### config.mk
export PLATFORM = sky130hd
export DESIGN_NAME = led_pmic_status_capability_regs
export DESIGN_NICKNAME = d
export VERILOG_FILES = /design/src/led_regs_pkg.sv /design/src/fault_flag_bank.sv /design/src/led_pmic_status_capability_regs.sv
export SDC_FILE = /design/constraint.sdc
export NUM_CORES = 1
export LEC_CHECK = 0
export BUFFER_PORTS_ARGS = -buffer_cell sky130_fd_sc_hd__buf_2
export CAP_MARGIN = 20
export CORE_ASPECT_RATIO = 2
export CORE_UTILIZATION = 35
export CTS_CLUSTER_DIAMETER = 120
export DETAILED_ROUTE_END_ITERATION = 6
export PLACE_DENSITY_LB_ADDON = 0.05
export REMOVE_ABC_BUFFERS = 1
export SLEW_MARGIN = 5
export SYNTH_ARGS = -nofsm -noshare
export SYNTH_HDL_FRONTEND = slang
export SYNTH_SLANG_ARGS = --single-unit
### constraint.sdc
create_clock -name CLOCK_I -period 2.85 [get_ports CLOCK_I]
set_clock_uncertainty 0.1 [all_clocks]
set_input_delay 0.4275 -clock CLOCK_I [delete_from_list [all_inputs] [get_ports CLOCK_I]]
set_output_delay 0.4275 -clock CLOCK_I [all_outputs]
set_load 0.01 [all_outputs]
### src/led_regs_pkg.sv
package led_regs_pkg;

    // Serial frame: one command byte, then one data byte
    localparam int unsigned FRAME_BITS   = 16;
    localparam int unsigned CMD_BITS     = 8;
    localparam logic [4:0]  CMD_LAST_BIT = 5'h07;
    localparam logic [4:0]  DATA_LAST_BIT = 5'h0f;
    localparam logic [4:0]  FRAME_END    = 5'h10;
    localparam int unsigned CMD_WRITE_POS = 7;

    // Register offsets
    localparam logic [6:0] ADDR_WHEEL_LOW  = 7'h1b;
    localparam logic [6:0] ADDR_WHEEL_HIGH = 7'h1c;
    localparam logic [6:0] ADDR_BANDWIDTH  = 7'h25;
    localparam logic [6:0] ADDR_CAPABILITY = 7'h26;
    localparam logic [6:0] ADDR_PG_STATUS  = 7'h27;
    localparam logic [6:0] ADDR_OV_STATUS  = 7'h28;

    // Reset values
    localparam logic [7:0] WHEEL_LOW_RESET  = 8'h00;
    localparam logic [7:0] WHEEL_HIGH_RESET = 8'h00;
    localparam logic [3:0] BANDWIDTH_RESET  = 4'h0;
    localparam logic [7:0] CAPABILITY_RESET = 8'hdf;
    localparam logic [7:0] STATUS_RESET     = 8'h00;
    localparam logic [7:0] UNMAPPED_READ    = 8'h00;

    // Bandwidth selector fields
    localparam int unsigned BW_ONE_LSB = 2;
    localparam int unsigned BW_TWO_LSB = 0;
    localparam int unsigned BW_WIDTH   = 2;

    // Capability bit positions
    localparam int unsigned CAP_AUTO_LED_OFF_POS   = 7;
    localparam int unsigned CAP_EXT_SWITCH_POS     = 6;
    localparam int unsigned CAP_WHEEL_POS          = 5;
    localparam int unsigned CAP_REG_ONE_MIRROR_POS = 3;
    localparam int unsigned CAP_REG_TWO_MIRROR_POS = 2;
    localparam int unsigned CAP_MIRROR_CONV_ONE_POS = 1;
    localparam int unsigned CAP_MIRROR_CONV_TWO_POS = 0;

    // Status bit positions; power-good and overvoltage share a layout
    localparam int unsigned ST_FOCUS_POS     = 7;
    localparam int unsigned ST_AUX_ONE_POS   = 6;
    localparam int unsigned ST_AUX_TWO_POS   = 5;
    localparam int unsigned ST_ILLUM_ONE_POS = 3;
    localparam int unsigned ST_ILLUM_TWO_POS = 2;
    localparam logic [7:0]  PG_USED_MASK     = 8'he0 | 8'h0c;
    localparam logic [7:0]  OV_USED_MASK     = 8'he0 | 8'h0c;

    // Wheel drive transfer: 0x0000 is 0 V, 0xFFFF is 5 V
    localparam real WHEEL_STEP_UV = 76.294;

endpackage : led_regs_pkg

### src/fault_flag_bank.sv
module fault_flag_bank #(
    parameter int unsigned WIDTH     = 8,
    parameter logic [7:0]  USED_MASK = 8'hff
) (
    input  wire logic             clock_i,
    input  wire logic             reset_i,
    input  wire logic [WIDTH-1:0] fault_raw_i,
    input  wire logic             clear_i,
    output logic      [WIDTH-1:0] flags_o
);

    logic [WIDTH-1:0] meta_r;
    logic [WIDTH-1:0] sync_r;
    logic [WIDTH-1:0] flags_r;
    logic [WIDTH-1:0] flags_nxt;

    // Set beats clear so a fault landing on the read is kept
    always_comb begin
        flags_nxt = flags_r;
        if (clear_i) begin
            flags_nxt = '0;
        end
        flags_nxt = (flags_nxt | sync_r) & USED_MASK[WIDTH-1:0];
    end

    always_ff @(posedge clock_i) begin
        if (reset_i) begin
            meta_r  <= '0;
            sync_r  <= '0;
            flags_r <= '0;
        end else begin
            meta_r  <= fault_raw_i;
            sync_r  <= meta_r;
            flags_r <= flags_nxt;
        end
    end

    assign flags_o = flags_r;

endmodule : fault_flag_bank

### src/led_pmic_status_capability_regs.sv
module led_pmic_status_capability_regs (
    input  wire logic        CLOCK_I,
    input  wire logic        SYS_RST_I,
    input  wire logic        SPI_SCLK_I,
    input  wire logic        SPI_CS_N_I,
    input  wire logic        SPI_MOSI_I,
    input  wire logic        FOCUS_CONV_POWER_FAIL_I,
    input  wire logic        AUX_CONV_ONE_POWER_FAIL_I,
    input  wire logic        AUX_CONV_TWO_POWER_FAIL_I,
    input  wire logic        ILLUM_CONV_ONE_POWER_FAIL_I,
    input  wire logic        ILLUM_CONV_TWO_POWER_FAIL_I,
    input  wire logic        FOCUS_CONV_OVERVOLTAGE_I,
    input  wire logic        AUX_CONV_ONE_OVERVOLTAGE_I,
    input  wire logic        AUX_CONV_TWO_OVERVOLTAGE_I,
    input  wire logic        ILLUM_CONV_ONE_OVERVOLTAGE_I,
    input  wire logic        ILLUM_CONV_TWO_OVERVOLTAGE_I,
    output logic             SPI_MISO_O,
    output logic             SPI_MISO_OE_O,
    output logic      [15:0] WHEEL_DRIVE_LEVEL_O,
    output logic      [1:0]  ILLUM_CONV_ONE_BANDWIDTH_O,
    output logic      [1:0]  ILLUM_CONV_TWO_BANDWIDTH_O,
    output logic             CONVERTER_FAULT_O
);

    // Pin synchronisers
    logic       sclk_meta_r;
    logic       sclk_sync_r;
    logic       sclk_prev_r;
    logic       cs_n_meta_r;
    logic       cs_n_sync_r;
    logic       mosi_meta_r;
    logic       mosi_sync_r;

    // Serial engine state
    logic [4:0] bit_cnt_r;
    logic [4:0] bit_cnt_nxt;
    logic [6:0] shift_in_r;
    logic [6:0] shift_in_nxt;
    logic [6:0] addr_r;
    logic [6:0] addr_nxt;
    logic       is_write_r;
    logic       is_write_nxt;
    logic [7:0] shift_out_r;
    logic [7:0] shift_out_nxt;
    logic       miso_r;
    logic       miso_nxt;
    logic       miso_oe_r;
    logic       miso_oe_nxt;

    // Register file state
    logic [7:0] wheel_low_r;
    logic [7:0] wheel_low_nxt;
    logic [7:0] wheel_high_r;
    logic [7:0] wheel_high_nxt;
    logic [3:0] bandwidth_r;
    logic [3:0] bandwidth_nxt;
    logic [7:0] capability_r;
    logic [7:0] cap_bits;
    logic       fault_any_r;
    logic       fault_any_nxt;

    // Status flags and their read-clear strobes
    logic [7:0] pg_flags;
    logic [7:0] ov_flags;
    logic [7:0] pg_raw;
    logic [7:0] ov_raw;
    logic       pg_clear;
    logic       ov_clear;

    logic       sclk_rise;
    logic       sclk_fall;
    logic       frame_open;
    logic [7:0] cmd_byte;
    logic [7:0] data_byte;

    function automatic logic [7:0] read_value(
        input logic [6:0] addr,
        input logic [7:0] low,
        input logic [7:0] high,
        input logic [3:0] bw,
        input logic [7:0] cap,
        input logic [7:0] pg,
        input logic [7:0] ov
    );
        logic [7:0] value;
        value = led_regs_pkg::UNMAPPED_READ;
        case (addr)
            led_regs_pkg::ADDR_WHEEL_LOW: begin
                value = low;
            end
            led_regs_pkg::ADDR_WHEEL_HIGH: begin
                value = high;
            end
            led_regs_pkg::ADDR_BANDWIDTH: begin
                // Upper nibble reserved, reads zero
                value = {4'h0, bw};
            end
            led_regs_pkg::ADDR_CAPABILITY: begin
                value = cap;
            end
            led_regs_pkg::ADDR_PG_STATUS: begin
                value = pg;
            end
            led_regs_pkg::ADDR_OV_STATUS: begin
                value = ov;
            end
            default: begin
                value = led_regs_pkg::UNMAPPED_READ;
            end
        endcase
        return value;
    endfunction : read_value

    assign pg_raw[led_regs_pkg::ST_FOCUS_POS]     = FOCUS_CONV_POWER_FAIL_I;
    assign pg_raw[led_regs_pkg::ST_AUX_ONE_POS]   = AUX_CONV_ONE_POWER_FAIL_I;
    assign pg_raw[led_regs_pkg::ST_AUX_TWO_POS]   = AUX_CONV_TWO_POWER_FAIL_I;
    assign pg_raw[led_regs_pkg::ST_ILLUM_ONE_POS] = ILLUM_CONV_ONE_POWER_FAIL_I;
    assign pg_raw[led_regs_pkg::ST_ILLUM_TWO_POS] = ILLUM_CONV_TWO_POWER_FAIL_I;
    assign pg_raw[4]   = 1'b0;
    assign pg_raw[1:0] = 2'b00;

    assign ov_raw[led_regs_pkg::ST_FOCUS_POS]     = FOCUS_CONV_OVERVOLTAGE_I;
    assign ov_raw[led_regs_pkg::ST_AUX_ONE_POS]   = AUX_CONV_ONE_OVERVOLTAGE_I;
    assign ov_raw[led_regs_pkg::ST_AUX_TWO_POS]   = AUX_CONV_TWO_OVERVOLTAGE_I;
    assign ov_raw[led_regs_pkg::ST_ILLUM_ONE_POS] = ILLUM_CONV_ONE_OVERVOLTAGE_I;
    assign ov_raw[led_regs_pkg::ST_ILLUM_TWO_POS] = ILLUM_CONV_TWO_OVERVOLTAGE_I;
    assign ov_raw[4]   = 1'b0;
    assign ov_raw[1:0] = 2'b00;

    // Build options, one bit each, fixed for this part
    // auto LED off
    assign cap_bits[led_regs_pkg::CAP_AUTO_LED_OFF_POS] =
        led_regs_pkg::CAPABILITY_RESET[led_regs_pkg::CAP_AUTO_LED_OFF_POS];
    assign cap_bits[led_regs_pkg::CAP_EXT_SWITCH_POS] =
        led_regs_pkg::CAPABILITY_RESET[led_regs_pkg::CAP_EXT_SWITCH_POS];
    assign cap_bits[led_regs_pkg::CAP_WHEEL_POS] =
        led_regs_pkg::CAPABILITY_RESET[led_regs_pkg::CAP_WHEEL_POS];
    // Reserved bit 4 keeps the value given
    assign cap_bits[4] = led_regs_pkg::CAPABILITY_RESET[4];
    assign cap_bits[led_regs_pkg::CAP_REG_ONE_MIRROR_POS] =
        led_regs_pkg::CAPABILITY_RESET[led_regs_pkg::CAP_REG_ONE_MIRROR_POS];
    assign cap_bits[led_regs_pkg::CAP_REG_TWO_MIRROR_POS] =
        led_regs_pkg::CAPABILITY_RESET[led_regs_pkg::CAP_REG_TWO_MIRROR_POS];
    assign cap_bits[led_regs_pkg::CAP_MIRROR_CONV_ONE_POS] =
        led_regs_pkg::CAPABILITY_RESET[led_regs_pkg::CAP_MIRROR_CONV_ONE_POS];
    assign cap_bits[led_regs_pkg::CAP_MIRROR_CONV_TWO_POS] =
        led_regs_pkg::CAPABILITY_RESET[led_regs_pkg::CAP_MIRROR_CONV_TWO_POS];

    fault_flag_bank #(
        .WIDTH     (8),
        .USED_MASK (led_regs_pkg::PG_USED_MASK)
    ) u_pg_flags (
        .clock_i     (CLOCK_I),
        .reset_i     (SYS_RST_I),
        .fault_raw_i (pg_raw),
        .clear_i     (pg_clear),
        .flags_o     (pg_flags)
    );

    fault_flag_bank #(
        .WIDTH     (8),
        .USED_MASK (led_regs_pkg::OV_USED_MASK)
    ) u_ov_flags (
        .clock_i     (CLOCK_I),
        .reset_i     (SYS_RST_I),
        .fault_raw_i (ov_raw),
        .clear_i     (ov_clear),
        .flags_o     (ov_flags)
    );

    assign sclk_rise  = sclk_sync_r & ~sclk_prev_r;
    assign sclk_fall  = ~sclk_sync_r & sclk_prev_r;
    assign frame_open = ~cs_n_sync_r;
    assign cmd_byte   = {shift_in_r, mosi_sync_r};
    assign data_byte  = {shift_in_r, mosi_sync_r};

    always_comb begin
        bit_cnt_nxt   = bit_cnt_r;
        shift_in_nxt  = shift_in_r;
        addr_nxt      = addr_r;
        is_write_nxt  = is_write_r;
        shift_out_nxt = shift_out_r;
        miso_nxt      = miso_r;
        miso_oe_nxt   = miso_oe_r;
        pg_clear      = 1'b0;
        ov_clear      = 1'b0;
        if (!frame_open) begin
            // Deselect aborts any partial frame
            bit_cnt_nxt = 5'h00;
            miso_oe_nxt = 1'b0;
            miso_nxt    = 1'b0;
        end else begin
            if (sclk_rise && bit_cnt_r != led_regs_pkg::FRAME_END) begin
                bit_cnt_nxt  = bit_cnt_r + 5'h01;
                shift_in_nxt = {shift_in_r[5:0], mosi_sync_r};
                if (bit_cnt_r == led_regs_pkg::CMD_LAST_BIT) begin
                    addr_nxt     = cmd_byte[6:0];
                    is_write_nxt = cmd_byte[led_regs_pkg::CMD_WRITE_POS];
                    shift_out_nxt = read_value(cmd_byte[6:0], wheel_low_r,
                        wheel_high_r, bandwidth_r, capability_r,
                        pg_flags, ov_flags);
                    // Status clears only on a read that sampled it
                    if (!cmd_byte[led_regs_pkg::CMD_WRITE_POS]) begin
                        pg_clear = cmd_byte[6:0] ==
                                   led_regs_pkg::ADDR_PG_STATUS;
                        ov_clear = cmd_byte[6:0] ==
                                   led_regs_pkg::ADDR_OV_STATUS;
                    end
                end
            end
            if (sclk_fall && !is_write_r &&
                bit_cnt_r >= led_regs_pkg::CMD_LAST_BIT + 5'h01 &&
                bit_cnt_r <= led_regs_pkg::DATA_LAST_BIT) begin
                miso_nxt      = shift_out_r[7];
                shift_out_nxt = {shift_out_r[6:0], 1'b0};
                miso_oe_nxt   = 1'b1;
            end
        end
    end

    always_comb begin
        wheel_low_nxt  = wheel_low_r;
        wheel_high_nxt = wheel_high_r;
        bandwidth_nxt  = bandwidth_r;
        if (frame_open && sclk_rise && is_write_r &&
            bit_cnt_r == led_regs_pkg::DATA_LAST_BIT) begin
            case (addr_r)
                led_regs_pkg::ADDR_WHEEL_LOW: begin
                    wheel_low_nxt = data_byte;
                end
                led_regs_pkg::ADDR_WHEEL_HIGH: begin
                    wheel_high_nxt = data_byte;
                end
                led_regs_pkg::ADDR_BANDWIDTH: begin
                    bandwidth_nxt = data_byte[3:0];
                end
                default: begin
                    wheel_low_nxt = wheel_low_r;
                end
            endcase
        end
    end

    // warning level only, no shutdown path
    always_comb begin
        fault_any_nxt = (|pg_flags) | (|ov_flags);
    end

    always_ff @(posedge CLOCK_I) begin
        if (SYS_RST_I) begin
            sclk_meta_r <= 1'b0;
            sclk_sync_r <= 1'b0;
            sclk_prev_r <= 1'b0;
            cs_n_meta_r <= 1'b1;
            cs_n_sync_r <= 1'b1;
            mosi_meta_r <= 1'b0;
            mosi_sync_r <= 1'b0;
        end else begin
            sclk_meta_r <= SPI_SCLK_I;
            sclk_sync_r <= sclk_meta_r;
            sclk_prev_r <= sclk_sync_r;
            cs_n_meta_r <= SPI_CS_N_I;
            cs_n_sync_r <= cs_n_meta_r;
            mosi_meta_r <= SPI_MOSI_I;
            mosi_sync_r <= mosi_meta_r;
        end
    end

    always_ff @(posedge CLOCK_I) begin
        if (SYS_RST_I) begin
            bit_cnt_r   <= 5'h00;
            shift_in_r  <= 7'h00;
            addr_r      <= 7'h00;
            is_write_r  <= 1'b0;
            shift_out_r <= 8'h00;
            miso_r      <= 1'b0;
            miso_oe_r   <= 1'b0;
        end else begin
            bit_cnt_r   <= bit_cnt_nxt;
            shift_in_r  <= shift_in_nxt;
            addr_r      <= addr_nxt;
            is_write_r  <= is_write_nxt;
            shift_out_r <= shift_out_nxt;
            miso_r      <= miso_nxt;
            miso_oe_r   <= miso_oe_nxt;
        end
    end

    always_ff @(posedge CLOCK_I) begin
        if (SYS_RST_I) begin
            wheel_low_r  <= led_regs_pkg::WHEEL_LOW_RESET;
            wheel_high_r <= led_regs_pkg::WHEEL_HIGH_RESET;
            bandwidth_r  <= led_regs_pkg::BANDWIDTH_RESET;
            capability_r <= cap_bits;
            fault_any_r  <= 1'b0;
        end else begin
            wheel_low_r  <= wheel_low_nxt;
            wheel_high_r <= wheel_high_nxt;
            bandwidth_r  <= bandwidth_nxt;
            capability_r <= capability_r;
            fault_any_r  <= fault_any_nxt;
        end
    end

    // straight code to analog stage, 76.294 uV per code
    assign WHEEL_DRIVE_LEVEL_O = {wheel_high_r, wheel_low_r};
    // codes passed raw to the loop compensation
    assign ILLUM_CONV_ONE_BANDWIDTH_O =
        bandwidth_r[led_regs_pkg::BW_ONE_LSB +: led_regs_pkg::BW_WIDTH];
    assign ILLUM_CONV_TWO_BANDWIDTH_O =
        bandwidth_r[led_regs_pkg::BW_TWO_LSB +: led_regs_pkg::BW_WIDTH];
    assign SPI_MISO_O        = miso_r;
    assign SPI_MISO_OE_O     = miso_oe_r;
    assign CONVERTER_FAULT_O = fault_any_r;

endmodule : led_pmic_status_capability_regs

# Word-level counts from Yosys, hierarchy flattened
# Cells that the tools add are included.
totals:
  ff_bits: 106
  inputBits: 15
  elab_cells: 84
op_classes:
  eq_ne: 12
  bitwise: 8
  addsub: 1
  n_reduce_logical: 19
  muxes: 14
  n_lt_le_gt_ge: 2
op_table:
  columns: ["op", "n"]
  rows:
  - ["$pmux W8 S6", 1]
  - ["$mux W8", 5]
  - ["$eq A7 B6 Y1 const B", 5]
  - ["$eq A7 B5 Y1 const B", 4]
  - ["$or A8 B8 Y8", 2]
  - ["$reduce_or A8 Y1", 2]
  - ["$mux W1", 8]
  - ["$reduce_and A2 Y1", 4]
  - ["$logic_and A1 B1 Y1", 7]
  - ["$reduce_and A3 Y1", 2]
  - ["$add A5 B1 Y5 const B", 1]
  - ["$eq A5 B3 Y1 const B", 1]
  - ["$eq A5 B4 Y1 const B", 1]
  - ["$ge A5 B4 Y1 const B", 1]
  - ["$le A5 B4 Y1 const B", 1]
  - ["$ne A5 B5 Y1 const B", 1]
  - ["$reduce_bool A2 Y1", 2]
  - ["$not A1 Y1", 3]
  - ["$and A1 B1 Y1", 2]
  - ["$reduce_or A2 Y1", 1]
  - ["$logic_not A1 Y1", 1]
  - ["$or A1 B1 Y1", 1]

# Longest topological paths before layout
logic_depth:
  ltp_word: 7
  ltp_mapped: 9
  mapped_depth_nobuf: 8

# Modules after synthesis
# Synthesis repeated with hierarchy kept, for this count alone.
hier_totals:
  cells_unflattened: 383
  area_unflattened_um2: 3776.1
by_module_without_submodules:
  columns: ["module", "cells_per_inst", "seq_area_each_um2", "n_inst", "area_each_um2"]
  rows:
  - ["led_pmic_status_capability_regs", 293, 1161.1, 1, 2737.6]
  - ["fault_flag_bank", 45, 300.3, 2, 519.2]

# Worst setup path before layout
# OpenSTA, ideal clock, no wires.
synth_path:
  kind: "register to register"
  startpoint: "register bit_cnt_r[0]"
  endpoint: "register wheel_high_r[0]"
  setup_time_ns: 0.128
  period_less_slack_ns: 2.152
  t_required_ns: 2.622
  t_arrival_ns: 1.924
  stages_incl_launch_ff: 10
  slack_ns: 0.698
  cell_sequence: "dfxtp_1 -> ha_1 -> and3_1 -> ha_1 -> and4bb_1 -> nand4_2 -> or3_1 -> buf_4 -> mux2i_1 -> nor2_1"
synth_via:
  elab_chain_len: 3
synth_rtl:
  columns: ["element", "line", "rtl"]
  rows:
  - ["start, declared", "led_pmic_status_capability_regs.sv:35", "logic [4:0] bit_cnt_r;"]
  - ["start signal, assigned", "led_pmic_status_capability_regs.sv:279", "bit_cnt_r <= bit_cnt_nxt;"]
  - ["$eq A5 B4 Y1", "led_pmic_status_capability_regs.sv:226", "bit_cnt_r == led_regs_pkg::DATA_LAST_BIT) begin"]
  - ["$logic_and A1 B1 Y1", "led_pmic_status_capability_regs.sv:225", "if (frame_open && sclk_rise && is_write_r &&"]
  - ["$reduce_and A2 Y1 (no source line)", null, null]
  - ["end signal, assigned", "led_pmic_status_capability_regs.sv:292", "wheel_high_r <= led_regs_pkg::WHEEL_HIGH_RESET;"]
  - ["end signal, assigned", "led_pmic_status_capability_regs.sv:298", "wheel_high_r <= wheel_high_nxt;"]
  - ["end, declared", "led_pmic_status_capability_regs.sv:53", "logic [7:0] wheel_high_r;"]
# No other way between the ends.
# A chain may end at the register's enable or synchronous reset.

# Worst setup path in the final report
layout_path:
  startpoint: "register bit_cnt_r[0]"
  endpoint: "register wheel_high_r[5]"
# The elaborated chain is that of the path after synthesis.

==> results.ini <==
[cts]
cts_max_path_buffers = 2
clockRootBuffer = clkbuf_16
cts_sinks = 88
clk_pin_slew_worst_paths_ns = 0.06
cts_buffers = 9
ctsHoldBuffers = 0
cts_tree = done
cts_setup_buffers = 0
ctsResizeCount = 0
cts.htree.levels = 3
clk_latency_ns = 0.34

[sta]
max_freq_ghz = 0.4005
setup_slack_ns = 0.3532
hold_violations = 0
period_needed_ns = 2.497
timing.final.crit_share_pct = 87.61
worstMarginPinSlew_ns = 0.7865
drv_slew = 0
whs_ns = 0.1678
setup_tns_ns = 0
relSlewSlack_pct = 47.57
setup_viol = 0
rsz0062_at_grt = no

[power]
combPwrFrac_pct = 2.6
total_power_mw = 2.441
swShare_pct = 22.01
p_switching_mw = 0.5372
p_seq_share_pct = 52.2
p_clk_share_pct = 45.2
p_per_area_nw_per_um2 = 592.4
ir_worst_vdd_uv = 348.6
intPower_mw = 1.904
leakagePower_nw = 1.553

[status]
status = finished, final reports clean

[setup_path]
rr_endpoint = wheel_high_r[5]$_SDFFE_PP0P_
cp.arrival_ns = 2.59
cp_data_required_time_ns = 2.95
rrSetupSlack_ns = 0.35
r2r_cells = 8
path_class = flip-flop to flip-flop
critPathCaptureType = flip-flop
worstSetupStartpointType = flip-flop
critical_path_peak_fanout = 8
r2r_start = bit_cnt_r[0]$_SDFFE_PP0N_

[detailed_routing]
drc = 0
ant_nets = 0
viasPerCell = 5.028
drt-total-wl_um = 8727
dr_total_vias = 2680
drt-wirelength-per-cell_um = 16.37
drt_pass1_iterations = 4
drtIter0Drc = 148

[floorplan]
fp.coreArea_um2 = 9827
rows = 51
die_width_um = 73.41
initial_core_util_pct = 36.33
dieArea_um2 = 10630
ios = 38
die_height_um = 144.8

[logic_synthesis]
synth_top_area_cell = dfxtp_1
ys.flop_type = dfxtp_1
yosys_warnings = 0
ys_ff_latch = 88
syn_area_um2 = 3570
synth_edf_count = 0
netlist.area_leader.share_pct = 49.35
ys_top_cells_by_area = dfxtp_1 49%, mux2i_1 11%, nor2_1 6.6%, nor2b_1 5.3%, a21oi_1 2.1%
synth_area_per_cell_um2 = 9.727
async_reset_ff_share_pct = 0
syn_inst = 367
ys_types = 60
yosysSeqAreaShare_pct = 49.35

[hold_path]
whs_path_depth = 2
hold_end = cs_n_meta_r$_SDFF_PP1_
min_path_type = input pin to flip-flop
min_from = SPI_CS_N_I

[place]
dp_cells = 517
place_congestion = 0.8447
dp_hpwl_um = 6318
io_buffers = 37
preCtsSetupSlack_ns = 0.3649

[global_route]
grt_pass1_wl_um = 13570
antenna_found_initial = 0
grt_overflow = 0
grt_max_degree = 77
grt_usage_pct = 17.66
grt_pass1_vias = 2552

[final_layout]
final_common_cell = dfxtp_1
layoutNonFillerInstCount = 533
insertedDiodeCount = 0
area_growth_pct = 15.42
final_nets = 414
drive_gt1_share_pct = 18.20
final_cell_mix = 88 x dfxtp_1, 63 x nor2_1, 38 x mux2i_1

[job]
cap_viol_max_count = 0

-- worst max-delay path by stage --
stage | startpoint | end | slack [ns] | cells after the start
floorplan | bit_cnt_r[0]$_SDFFE_PP0N_ | shift_out_r[4]$_SDFFE_PP0P_ | 0.62 | 8
global placement | bit_cnt_r[1]$_SDFFE_PP0N_ | wheel_high_r[7]$_SDFFE_PP0P_ | 0.44 | 8
detailed placement | bit_cnt_r[0]$_SDFFE_PP0N_ | wheel_high_r[5]$_SDFFE_PP0P_ | 0.36 | 8
CTS | bit_cnt_r[0]$_SDFFE_PP0N_ | wheel_high_r[5]$_SDFFE_PP0P_ | 0.35 | 8
global route | bit_cnt_r[0]$_SDFFE_PP0N_ | shift_out_r[6]$_SDFFE_PP0P_ | 0.15 | 8
finish | bit_cnt_r[0]$_SDFFE_PP0N_ | wheel_high_r[5]$_SDFFE_PP0P_ | 0.35 | 8
-- cells by family (layout without fill, tap and decap cells) --
| group | after synthesis | after routing | synth area share [%] |
|---|---|---|---|
| flip-flops | 88 | 88 | 49.35 |
| AO/OA/AOI/OAI | 61 | 61 | 12.23 |
| multiplexers | 39 | 39 | 10.97 |
| AND/OR/NAND/NOR | 144 | 144 | 21.98 |
| adder cells (fa/ha/maj) | 3 | 3 | 1.052 |
| buffers and inverters | 29 | 63 | 3.680 |
| XOR/XNOR | 3 | 3 | 0.7362 |
-- power groups by stage --
stage	combinational (mW)	clock, mW	sequential (mW)
finish	0.0638	1.10	1.27
global route	0.0719	1.17	1.28
CTS	0.0654	1.13	1.27
detailed placement	0.0651	0	1.30
global placement	0.0645	0	1.30
floorplan	0.0311	0	1.30
-- synth_stat cells, types with 2 or more instances --
master,number
mux2i_1,38
a221o_1,2
o31ai_1,2
a222oi_1,2
a31o_2,2
or2_2,4
o41ai_1,2
nor4_1,3
clkbuf_1,13
dfxtp_1,88
ha_1,3
nor3_2,2
o221a_2,2
nor2b_1,30
o21ai_0,6
a21oi_1,15
o221ai_1,2
and3_1,3
buf_2,6
xor2_1,2
nand4_1,3
a32oi_1,2
a22o_1,4
o21a_1,3
nand2_1,13
buf_4,2
a31oi_1,3
a22oi_1,5
nor2_1,63
inv_1,7
nand2b_1,4
o22ai_1,3
-- metrics by stage --
| step | instance area (µm²) | utilization, % |
|---|---|---|
| 2_1_floorplan | 3465 | - |
| 6_report | 4120 | 41.93 |
| 5_1_grt | 4120 | 41.93 |
| 3_5_place_dp | 3837 | 39.05 |
| 3_3_place_gp | 3837 | 39.05 |
| 4_1_cts | 4120 | 41.93 |
-- sequential cells by signal (all words and copies together) (netlist names), 7 cells and up --
register / flops
shift_out_r: 8
wheel_high_r: 8
wheel_low_r: 8
addr_r: 7
shift_in_r: 7
-- critical path, stage by stage, from the launching register on --
cell and delay, ns:
dfxtp_1 0.41, ha_1 0.21, and3_1 0.17, ha_1 0.17, and4bb_1 0.25, nand4_2 0.15, or3_1 0.61, mux2i_1 0.23
nor2_1 0.06
-- per-layer routing --
layer / GRT usage, % / share of wire, % / vias to the layer above
met5: 0 / 0 / -
met4: 9.312 / 3.0 / 0
met3: 2.493 / 1.6 / 16
met2: 33.43 / 55 / 47
met1: 18.15 / 40 / 1276
li1: - / - / 1341
-- cell type report --
cell class                      count  area (µm²)
Tap cell                          132       165.2
Fill cell                         997        5707
Clock inverter                      5       40.04
Inverter                            7       26.28
Clock buffer                       11       242.7
Multi-Input combinational cell    250        1677
Timing Repair Buffer               40       207.7
Sequential cell                    88        1762
Power figures use the tool's default switching activity.
